<file path="src/fb_pkg.sv">
package fb_pkg;

  // ***************************************************
  // bus and data widths
  // ***************************************************
  localparam int ADDR_W = 4;
  localparam int DATA_W = 16;

  // ***************************************************
  // register indices
  // ***************************************************
  localparam logic [3:0] IDX_IN_FOUR = 4'h0;
  localparam logic [3:0] IDX_IN_FIVE = 4'h1;
  localparam logic [3:0] IDX_IN_SIX = 4'h2;
  localparam logic [3:0] IDX_IN_SEVEN = 4'h3;
  localparam logic [3:0] IDX_FUNC_SEL = 4'h4;
  localparam logic [3:0] IDX_STATUS = 4'h5;
  localparam logic [3:0] IDX_COUNT_LO = 4'h6;
  localparam logic [3:0] IDX_COUNT_HI = 4'h7;
  localparam logic [3:0] IDX_OUT_ONE = 4'h8;

  // ***************************************************
  // field positions and reset values
  // ***************************************************
  localparam int STAT_TIMER_BIT = 0;
  localparam int STAT_PER_UNIT_BIT = 1;
  localparam int STAT_WIDE_BIT = 2;
  localparam int SEL_W = 5;
  localparam logic [15:0] PARAM_RST = 16'h0000;
  localparam logic [4:0] SEL_RST = 5'h00;

  // ***************************************************
  // function selector values
  // ***************************************************
  localparam logic [4:0] SEL_TIMER = 5'h00;
  localparam logic [4:0] SEL_STATE = 5'h01;
  localparam logic [4:0] SEL_TIME_LAST = 5'h08;
  localparam logic [4:0] SEL_MULDIV = 5'h09;
  localparam logic [4:0] SEL_UNS_LAST = 5'h0C;
  localparam logic [4:0] SEL_COUNTER = 5'h0C;
  localparam logic [4:0] SEL_SCALE = 5'h0D;
  localparam logic [4:0] SEL_MAX = 5'h1B;

  // ***************************************************
  // signed range limits
  // ***************************************************
  localparam logic [15:0] SIGNED_MIN = 16'h8001;
  localparam logic [15:0] SIGNED_LOW_ILLEGAL = 16'h8000;

  // ***************************************************
  // timing: one time unit is a hundredth of a minute
  // ***************************************************
  localparam int unsigned CLK_HZ = 100_000_000;
  localparam int unsigned TIME_UNIT_MS = 600;
  localparam int unsigned TIME_UNIT_CYCLES =
    TIME_UNIT_MS * (CLK_HZ / 1000);

  typedef enum logic {TMR_IDLE, TMR_ACTIVE} tmr_state_t;

endpackage

</file>
<file path="src/delay_timer.sv">
`timescale 1ns/1ps
module delay_timer
(
  // clock and reset
  input wire logic clk_sys,
  input wire logic srst,
  // control
  input wire logic enable,
  input wire logic time_tick,
  input wire logic timer_req,
  input wire logic [15:0] on_delay,
  input wire logic [15:0] off_delay,
  // result
  output logic timer_out
);
  import fb_pkg::*;

  tmr_state_t state_reg;
  tmr_state_t state_next;
  logic [15:0] elapsed_reg;
  logic [15:0] elapsed_next;

  // ***************************************************
  // on and off qualification
  // ***************************************************
  always_comb
  begin
    state_next = state_reg;
    elapsed_next = elapsed_reg;
    if (!enable)
    begin
      state_next = TMR_IDLE;
      elapsed_next = 16'h0000;
    end
    else
    begin
      case (state_reg)
        TMR_IDLE:
        begin
          if (!timer_req)
            elapsed_next = 16'h0000;
          else if (elapsed_reg >= on_delay)
          begin
            state_next = TMR_ACTIVE;
            elapsed_next = 16'h0000;
          end
          else if (time_tick)
            elapsed_next = elapsed_reg + 16'h0001;
        end
        TMR_ACTIVE:
        begin
          if (timer_req)
            elapsed_next = 16'h0000;
          else if (elapsed_reg >= off_delay)
          begin
            state_next = TMR_IDLE;
            elapsed_next = 16'h0000;
          end
          else if (time_tick)
            elapsed_next = elapsed_reg + 16'h0001;
        end
        default:
        begin
          state_next = TMR_IDLE;
          elapsed_next = 16'h0000;
        end
      endcase
    end
  end

  always_ff @(posedge clk_sys)
  begin
    if (srst)
    begin
      state_reg <= TMR_IDLE;
      elapsed_reg <= 16'h0000;
    end
    else
    begin
      state_reg <= state_next;
      elapsed_reg <= elapsed_next;
    end
  end

  assign timer_out = (state_reg == TMR_ACTIVE);

endmodule

</file>
<file path="src/fb_params_top.sv">
`timescale 1ns/1ps
module fb_params_top
#(
  parameter int unsigned TICK_CYCLES = fb_pkg::TIME_UNIT_CYCLES
)
(
  // clock and reset
  input wire logic clk_sys,
  input wire logic srst,
  // register port
  input wire logic [fb_pkg::ADDR_W-1:0] reg_addr,
  input wire logic [fb_pkg::DATA_W-1:0] reg_wdata,
  input wire logic reg_wr,
  input wire logic reg_rd,
  output logic [fb_pkg::DATA_W-1:0] reg_rdata,
  // evaluated function inputs
  input wire logic in1_eval,
  input wire logic in2_eval,
  input wire logic timer_req,
  // results
  output logic [fb_pkg::DATA_W-1:0] func_out1,
  output logic timer_out,
  output logic [31:0] count_value,
  output logic [31:0] limit_primary,
  output logic [31:0] limit_alternate,
  output logic per_unit_mode,
  output logic [fb_pkg::DATA_W-1:0] in4_value
);
  import fb_pkg::*;
  // ***************************************************
  // helpers
  // ***************************************************
  function automatic logic sel_in(input logic [4:0] sel, lo, hi);
    sel_in = (sel >= lo) && (sel <= hi);
  endfunction
  function automatic logic [15:0] clamp_signed(input logic [15:0] v);
    clamp_signed = (v == SIGNED_LOW_ILLEGAL) ? SIGNED_MIN : v;
  endfunction
  // ***************************************************
  // parameter registers
  // ***************************************************
  logic [15:0] in_four_reg;
  logic [15:0] in_four_next;
  logic [15:0] in_five_reg;
  logic [15:0] in_five_next;
  logic [15:0] in_six_reg;
  logic [15:0] in_six_next;
  logic [15:0] in_seven_reg;
  logic [15:0] in_seven_next;
  logic [4:0] sel_reg;
  logic [4:0] sel_next;
  always_comb
  begin
    in_four_next = in_four_reg;
    in_five_next = in_five_reg;
    in_six_next = in_six_reg;
    in_seven_next = in_seven_reg;
    sel_next = sel_reg;
    if (reg_wr)
    begin
      if (reg_addr == IDX_IN_FOUR)
        in_four_next = reg_wdata;
      else if (reg_addr == IDX_IN_FIVE)
        in_five_next = reg_wdata;
      else if (reg_addr == IDX_IN_SIX)
        in_six_next = reg_wdata;
      else if (reg_addr == IDX_IN_SEVEN)
        in_seven_next = reg_wdata;
      else if (reg_addr == IDX_FUNC_SEL)
      begin
        // out of range selector values are ignored
        if (reg_wdata[4:0] <= SEL_MAX && reg_wdata[15:5] == 11'h000)
          sel_next = reg_wdata[4:0];
      end
    end
  end
  always_ff @(posedge clk_sys)
  begin
    if (srst)
    begin
      in_four_reg <= PARAM_RST;
      in_five_reg <= PARAM_RST;
      in_six_reg <= PARAM_RST;
      in_seven_reg <= PARAM_RST;
      sel_reg <= SEL_RST;
    end
    else
    begin
      in_four_reg <= in_four_next;
      in_five_reg <= in_five_next;
      in_six_reg <= in_six_next;
      in_seven_reg <= in_seven_next;
      sel_reg <= sel_next;
    end
  end
  // ***************************************************
  // mode decode and value interpretation
  // ***************************************************
  logic mode_time;
  logic mode_timer;
  logic mode_state;
  logic mode_counter;
  logic mode_muldiv;
  logic mode_scale;
  logic [15:0] four_eff;
  logic [15:0] five_eff;
  logic [15:0] six_eff;
  always_comb
  begin
    mode_time = sel_in(sel_reg, SEL_TIMER, SEL_TIME_LAST);
    mode_timer = (sel_reg == SEL_TIMER);
    mode_state = (sel_reg == SEL_STATE);
    mode_counter = (sel_reg == SEL_COUNTER);
    mode_muldiv = (sel_reg == SEL_MULDIV);
    mode_scale = (sel_reg == SEL_SCALE);
    // sampled from the registers on every pass, four and six through clamp_signed in scale mode
    four_eff = in_four_reg;
    if (sel_reg == SEL_SCALE)
      four_eff = clamp_signed(in_four_reg);
    five_eff = in_five_reg;
    six_eff = in_six_reg;
    if (sel_reg == SEL_SCALE)
      six_eff = clamp_signed(in_six_reg);
  end
  // ***************************************************
  // time base: one tick per hundredth of a minute
  // ***************************************************
  logic [31:0] tick_cnt_reg;
  logic [31:0] tick_cnt_next;
  logic tick_reg;
  logic tick_next;
  always_comb
  begin
    tick_cnt_next = tick_cnt_reg + 32'h0000_0001;
    tick_next = 1'b0;
    if (!mode_time)
      tick_cnt_next = 32'h0000_0000;
    else if (tick_cnt_reg >= TICK_CYCLES - 1)
    begin
      tick_cnt_next = 32'h0000_0000;
      tick_next = 1'b1;
    end
  end
  always_ff @(posedge clk_sys)
  begin
    if (srst)
    begin
      tick_cnt_reg <= 32'h0000_0000;
      tick_reg <= 1'b0;
    end
    else
    begin
      tick_cnt_reg <= tick_cnt_next;
      tick_reg <= tick_next;
    end
  end
  // ***************************************************
  // delay timer
  // ***************************************************
  logic timer_q;
  delay_timer u_timer
  (
    .clk_sys(clk_sys),
    .srst(srst),
    .enable(mode_timer || mode_state),
    .time_tick(tick_reg),
    .timer_req(timer_req),
    .on_delay(five_eff),
    .off_delay(four_eff),
    .timer_out(timer_q)
  );
  // ***************************************************
  // up/down counter
  // ***************************************************
  logic in1_prev_reg;
  logic in2_prev_reg;
  logic up_pulse;
  logic down_pulse;
  always_comb
  begin
    up_pulse = mode_counter && in1_eval && !in1_prev_reg;
    down_pulse = mode_counter && in2_eval && !in2_prev_reg;
  end
  always_ff @(posedge clk_sys)
  begin
    if (srst)
    begin
      in1_prev_reg <= 1'b0;
      in2_prev_reg <= 1'b0;
    end
    else
    begin
      in1_prev_reg <= in1_eval;
      in2_prev_reg <= in2_eval;
    end
  end
  updown_counter u_counter
  (
    .clk_sys(clk_sys),
    .srst(srst),
    .up_pulse(up_pulse),
    .down_pulse(down_pulse),
    .up_step(four_eff),
    .down_step(five_eff),
    .wide(in_six_reg != 16'h0000),
    .count_value(count_value)
  );
  // ***************************************************
  // result registers
  // ***************************************************
  logic [15:0] out1_reg;
  logic [15:0] out1_next;
  logic [31:0] lim_a_reg;
  logic [31:0] lim_a_next;
  logic [31:0] lim_b_reg;
  logic [31:0] lim_b_next;
  logic per_unit_reg;
  logic per_unit_next;
  logic [15:0] four_out_reg;
  always_comb
  begin
    out1_next = out1_reg;
    lim_a_next = lim_a_reg;
    lim_b_next = lim_b_reg;
    per_unit_next = 1'b0;
    if (mode_timer)
      out1_next = timer_q ? six_eff : in_seven_reg;
    else if (mode_state)
    begin
      if (!in2_eval && in1_eval && timer_q)
        out1_next = six_eff;
      else if (in2_eval && !(in1_eval && timer_q))
        out1_next = in_seven_reg;
    end
    else if (mode_counter)
      out1_next = count_value[15:0];
    else if (mode_muldiv)
      per_unit_next = (four_eff != 16'h0000);
    else if (mode_scale)
    begin
      lim_a_next = {four_eff, five_eff};
      lim_b_next = {six_eff, in_seven_reg};
    end
  end
  always_ff @(posedge clk_sys)
  begin
    if (srst)
    begin
      out1_reg <= 16'h0000;
      lim_a_reg <= 32'h0000_0000;
      lim_b_reg <= 32'h0000_0000;
      per_unit_reg <= 1'b0;
      four_out_reg <= 16'h0000;
    end
    else
    begin
      out1_reg <= out1_next;
      lim_a_reg <= lim_a_next;
      lim_b_reg <= lim_b_next;
      per_unit_reg <= per_unit_next;
      four_out_reg <= four_eff;
    end
  end
  assign func_out1 = out1_reg;
  assign timer_out = timer_q;
  assign limit_primary = lim_a_reg;
  assign limit_alternate = lim_b_reg;
  assign per_unit_mode = per_unit_reg;
  assign in4_value = four_out_reg;

  // ***************************************************
  // register read
  // ***************************************************
  logic [15:0] rdata_reg;
  logic [15:0] rdata_next;

  always_comb
  begin
    rdata_next = 16'h0000;
    if (reg_rd)
    begin
      if (reg_addr == IDX_IN_FOUR)
        rdata_next = in_four_reg;
      else if (reg_addr == IDX_IN_FIVE)
        rdata_next = in_five_reg;
      else if (reg_addr == IDX_IN_SIX)
        rdata_next = in_six_reg;
      else if (reg_addr == IDX_IN_SEVEN)
        rdata_next = in_seven_reg;
      else if (reg_addr == IDX_FUNC_SEL)
        rdata_next = {11'h000, sel_reg};
      else if (reg_addr == IDX_STATUS)
      begin
        rdata_next[STAT_TIMER_BIT] = timer_q;
        rdata_next[STAT_PER_UNIT_BIT] = per_unit_reg;
        rdata_next[STAT_WIDE_BIT] = (in_six_reg != 16'h0000);
      end
      else if (reg_addr == IDX_COUNT_LO)
        rdata_next = count_value[15:0];
      else if (reg_addr == IDX_COUNT_HI)
        rdata_next = count_value[31:16];
      else if (reg_addr == IDX_OUT_ONE)
        rdata_next = out1_reg;
    end
  end

  always_ff @(posedge clk_sys)
  begin
    if (srst)
      rdata_reg <= 16'h0000;
    else
      rdata_reg <= rdata_next;
  end

  assign reg_rdata = rdata_reg;

endmodule

</file>
<file path="src/updown_counter.sv">
`timescale 1ns/1ps
module updown_counter
(
  // clock and reset
  input wire logic clk_sys,
  input wire logic srst,
  // steps
  input wire logic up_pulse,
  input wire logic down_pulse,
  input wire logic [15:0] up_step,
  input wire logic [15:0] down_step,
  input wire logic wide,
  // result
  output logic [31:0] count_value
);

  logic [31:0] count_reg;
  logic [31:0] count_next;
  logic [31:0] sum;

  // ***************************************************
  // accumulate
  // ***************************************************
  always_comb
  begin
    sum = count_reg;
    if (up_pulse)
      sum = sum + {16'h0000, up_step};
    if (down_pulse)
      sum = sum - {16'h0000, down_step};
    count_next = wide ? sum : {16'h0000, sum[15:0]};
  end

  always_ff @(posedge clk_sys)
  begin
    if (srst)
      count_reg <= 32'h0000_0000;
    else
      count_reg <= count_next;
  end

  assign count_value = count_reg;

endmodule
</file>
<file path="config.mk">
export PLATFORM = sky130hd
export DESIGN_NAME = fb_params_top
export DESIGN_NICKNAME = d
export VERILOG_FILES = /design/src/fb_pkg.sv /design/src/delay_timer.sv /design/src/fb_params_top.sv /design/src/updown_counter.sv
export SDC_FILE = /design/constraint.sdc
export NUM_CORES = 1
export LEC_CHECK = 0
export BUFFER_PORTS_ARGS = -buffer_cell sky130_fd_sc_hd__buf_2
export CORE_MARGIN = 3
export CORE_UTILIZATION = 45
export DETAILED_ROUTE_END_ITERATION = 8
export PLACE_DENSITY_LB_ADDON = 0.1
export SLEW_MARGIN = 20
export SYNTH_ARGS = -nofsm -noshare
export SYNTH_HDL_FRONTEND = slang
export SYNTH_HIERARCHICAL = 1
export SYNTH_SLANG_ARGS = --single-unit
</file>
<file path="constraint.sdc">
create_clock -name clk_sys -period 5.7 [get_ports clk_sys]
set_input_delay 0.57 -clock clk_sys [delete_from_list [all_inputs] [get_ports clk_sys]]
set_output_delay 0.57 -clock clk_sys [all_outputs]
set_load 0.01 [all_outputs]
</file>
==> summary.txt <==
Synth
  – Main combinational cell family by area after synthesis: simple AND/OR/NAND/NOR gates
  – Fraction of registers with async set/reset: 0
  – Count of different cell masters after synthesis: 90
  – Post-Synth Adder-Cell Area: 0.0580
  – Simple-gate share of the synthesized area: 0.216
  – Post-Synth XOR/XNOR Area: 0.0380
  – Synth Warn #: 6
  – Syn Inst Count: 1800
  – Average cell area after synthesis: 8.29 sq um
  – Largest cells by area after synthesis: dfxtp_1, nand2_1, a21oi_1
  – EDFF count, synth: 0
  – Dominant synthesized flop cell: dfxtp_1
  – Seq cells post-synth: 266
  – Mapped cell area: 14900 sq um
  – Post-synth top area share: 0.357
  – Mux cell area share after synthesis: 0.0695
  – Synth Area in Compound Gates: 0.210
  – Post-synthesis sequential area ratio: 0.357
  – Leading area contributor after synthesis: dfxtp_1

Setup path
  – WP data arrival: 5.86 ns
  – Worst reg2reg path startpoint: in_four_reg[0]
  – Crit path launch type: flop
  – Worst path cell trace: nor4_1 > and4_1 > a31oi_1 > inv_1 > ha_1 > fa_1 > a211oi_2 > nor2_1 > o21ai_0 > a22oi_1 > mux2_2 > ha_1 > and3_1 > nand4_1 > nand2_1 > a41o_1 > o21a_1 > o311ai_0 > buf_4 > a21boi_1 > nor4_1 > mux2_2
  – Worst Path Required: 6.16 ns
  – Setup crit end kind: flop
  – WS Path Type: reg -> reg
  – Reg2reg setup slack: 0.29 ns
  – Worst reg2reg path depth: 22
  – Worst setup startpoint: in_four_reg[0]
  – Slowest cell on crit path: fa_1
  – Crit path max fanout: 6
  – Slowest Stage Delay on Critical Path: 0.45 ns
  – FF-to-FF End: u_counter/count_value[27]

Placed design
  – Pre-CTS setup slack: 0.277 ns
  – Post-DP HPWL: 37400 microns
  – Port Buffer Count: 172
  – Final GP Congestion: 0.915

STA
  – Fmax: 185 MHz
  – Post-layout min period: 5.41 ns
  – Hold WS: 0.222 ns
  – Pins Over Slew Limit: 0
  – Count of final hold-check violations: 0
  – Worst setup slack after layout: 0.295 ns
  – Worst Skew: 0.0220 ns
  – Relative slew margins: 0.240
  – Final setup fails: 0
  – Slew @ Worst Pin: 1.14 ns
  – Fin crit share: 0.948
  – Setup TNS: 0 ns

Power
  – Sw frac: 0.233
  – Power Density: 244 nW/um^2
  – Cell-internal power: 0.00322 W
  – Net Switching: 0.000977 W
  – Leakage: 6.69 nW
  – VDD IR-drop max: 0.227 mV
  – Logic pwr share: 0.058
  – Clock Power Share: 0.492
  – Reg power frac: 0.450

CTS
  – Post_cts resized: 0
  – CTS tree: yes
  – Clock Latency Late Sink: 0.57 ns
  – H-tree level count: 1
  – Total CTS buffers: 29
  – Post-CTS Setup Inserts: 0
  – Clock Path Buffers: 3
  – Root Driver: clkbuf_16
  – Clk sinks: 266
  – Reg clk slew, reported paths: 0.06 ns
  – CTS Hold Bufs: 0

Floorplan
  – Initial Util: 0.457
  – Die W: 188 microns
  – Die area: 35400 sq um
  – Die Y: 188 microns
  – Ports: 173
  – FP Rows: 66
  – Core area: 32600 sq um

Global routing
  – Total GRT Usage: 0.275
  – Largest net degree at the start of global routing: 99
  – GRT overflow: 0
  – First-pass GRT wire length: 77300 microns
  – Vias in the first global route: 12804
  – Antenna violations before repair: 2

Cells and area
  – Final nets: 2020
  – Area grow syn2layout: 15.5%
  – # diodes: 0
  – Most frequent cells in the layout: dfxtp_1, nand2_1, a21oi_1, buf_2, nor2_1
  – Layout cell share with drive strength beyond 1: 0.182
  – Commonest non-fill, non-tap cell in the layout: dfxtp_1

Worst hold path
  – Worst hold path type: in -> reg
  – Hold-critical path endpoint: u_counter/count_value[15]
  – Hold Crit Start: srst
  – Worst Hold Path Cells: 2

Drt
  – DR vias: 14015
  – Avg WL per Cell: 21.3 microns
  – Initial DRC count: 1227
  – Final ANT Viol Nets: 0
  – Residual DRC: 0
  – Vias per inst: 5.86
  – Pre-antenna DRT Iters: 6
  – Drt total wl: 50900 microns

Run
  – Max_cap viols: 0

Status
  – Status: complete, no violations
power by group through the flow:
stage / Clock, W / Sequential (W) / Combinational (W)
floorplan: 0 / 0.00193 / 0.000153
global placement: 0 / 0.00193 / 0.000236
detailed placement: 0 / 0.00193 / 0.000237
CTS: 0.00211 / 0.00189 / 0.000239
global route: 0.00218 / 0.00189 / 0.000261
finish: 0.00207 / 0.00189 / 0.000244
cells by family (layout without fill, tap and decap cells):
group           count (synthesis)  after routing
other cells                     1              6
xor+xnor                       63             63
flops                         266            266
fa+ha+maj                      68             68
simple gates                  643            643
buf+inv                       192            335
mux                            99             99
compound gates                468            468
stage by stage:
step	area [sq um]	utilization	total power, W	instances
2_1_floorplan	14900	-	0.00208	1805
3_3_place_gp	16200	0.495	0.00217	2336
3_5_place_dp	16200	0.495	0.00217	2336
4_1_cts	17200	0.528	0.00424	2390
5_1_grt	17200	0.528	0.00433	2390
6_report	17200	0.528	0.00420	2390
synth_stat cells, types with 38 or more instances:
cell / count
dfxtp_1: 266
nand2_1: 253
a21oi_1: 184
nor2_1: 99
clkbuf_1: 97
inv_1: 73
ha_1: 66
o21ai_0: 66
mux2i_1: 62
a211oi_1: 55
nor3_1: 44
xnor2_1: 41
nand3_1: 38
worst max-delay path, delay by kind of cell, from the launching register on:
family,cells,cell delay [ns]
flops,1,0.40
fa+ha+maj,3,1.05
mux,2,0.65
compound gates,8,1.80
simple gates,7,1.05
buf+inv,2,0.36
area by class of cell:
cell class | instances | area, sq um
flip-flops and latches | 266 | 5330
fillers | 3174 | 15400
inverters | 73 | 274
repair buffers | 208 | 1140
clock inverters | 14 | 221
clock buffers | 40 | 847
multi-input cells | 1347 | 8870
well taps | 442 | 553
how the worst max path moves through the flow:
stage                     slack, ns                        end  cells past startpoint
after global placement         0.41  u_counter/count_value[30]                     24
after global routing         -0.002  u_counter/count_value[30]                     24
final                          0.29  u_counter/count_value[27]                     22
after CTS                      0.21  u_counter/count_value[30]                     24
after detailed placement       0.28  u_counter/count_value[30]                     24
after floorplan                0.52  u_counter/count_value[27]                     22
per-layer routing:
metal  track usage  share of wire  vias to the layer above  wire length (microns)
met4        0.0996          0.040                        4                   2030
met1         0.387           0.45                     6618                  23000
met2         0.420           0.43                      590                  22000
met5             0        0.00057                        -                     29
li1              -              -                     6691                      -
met3        0.0512          0.076                      112                   3850
Power figures use the tool's default switching activity.
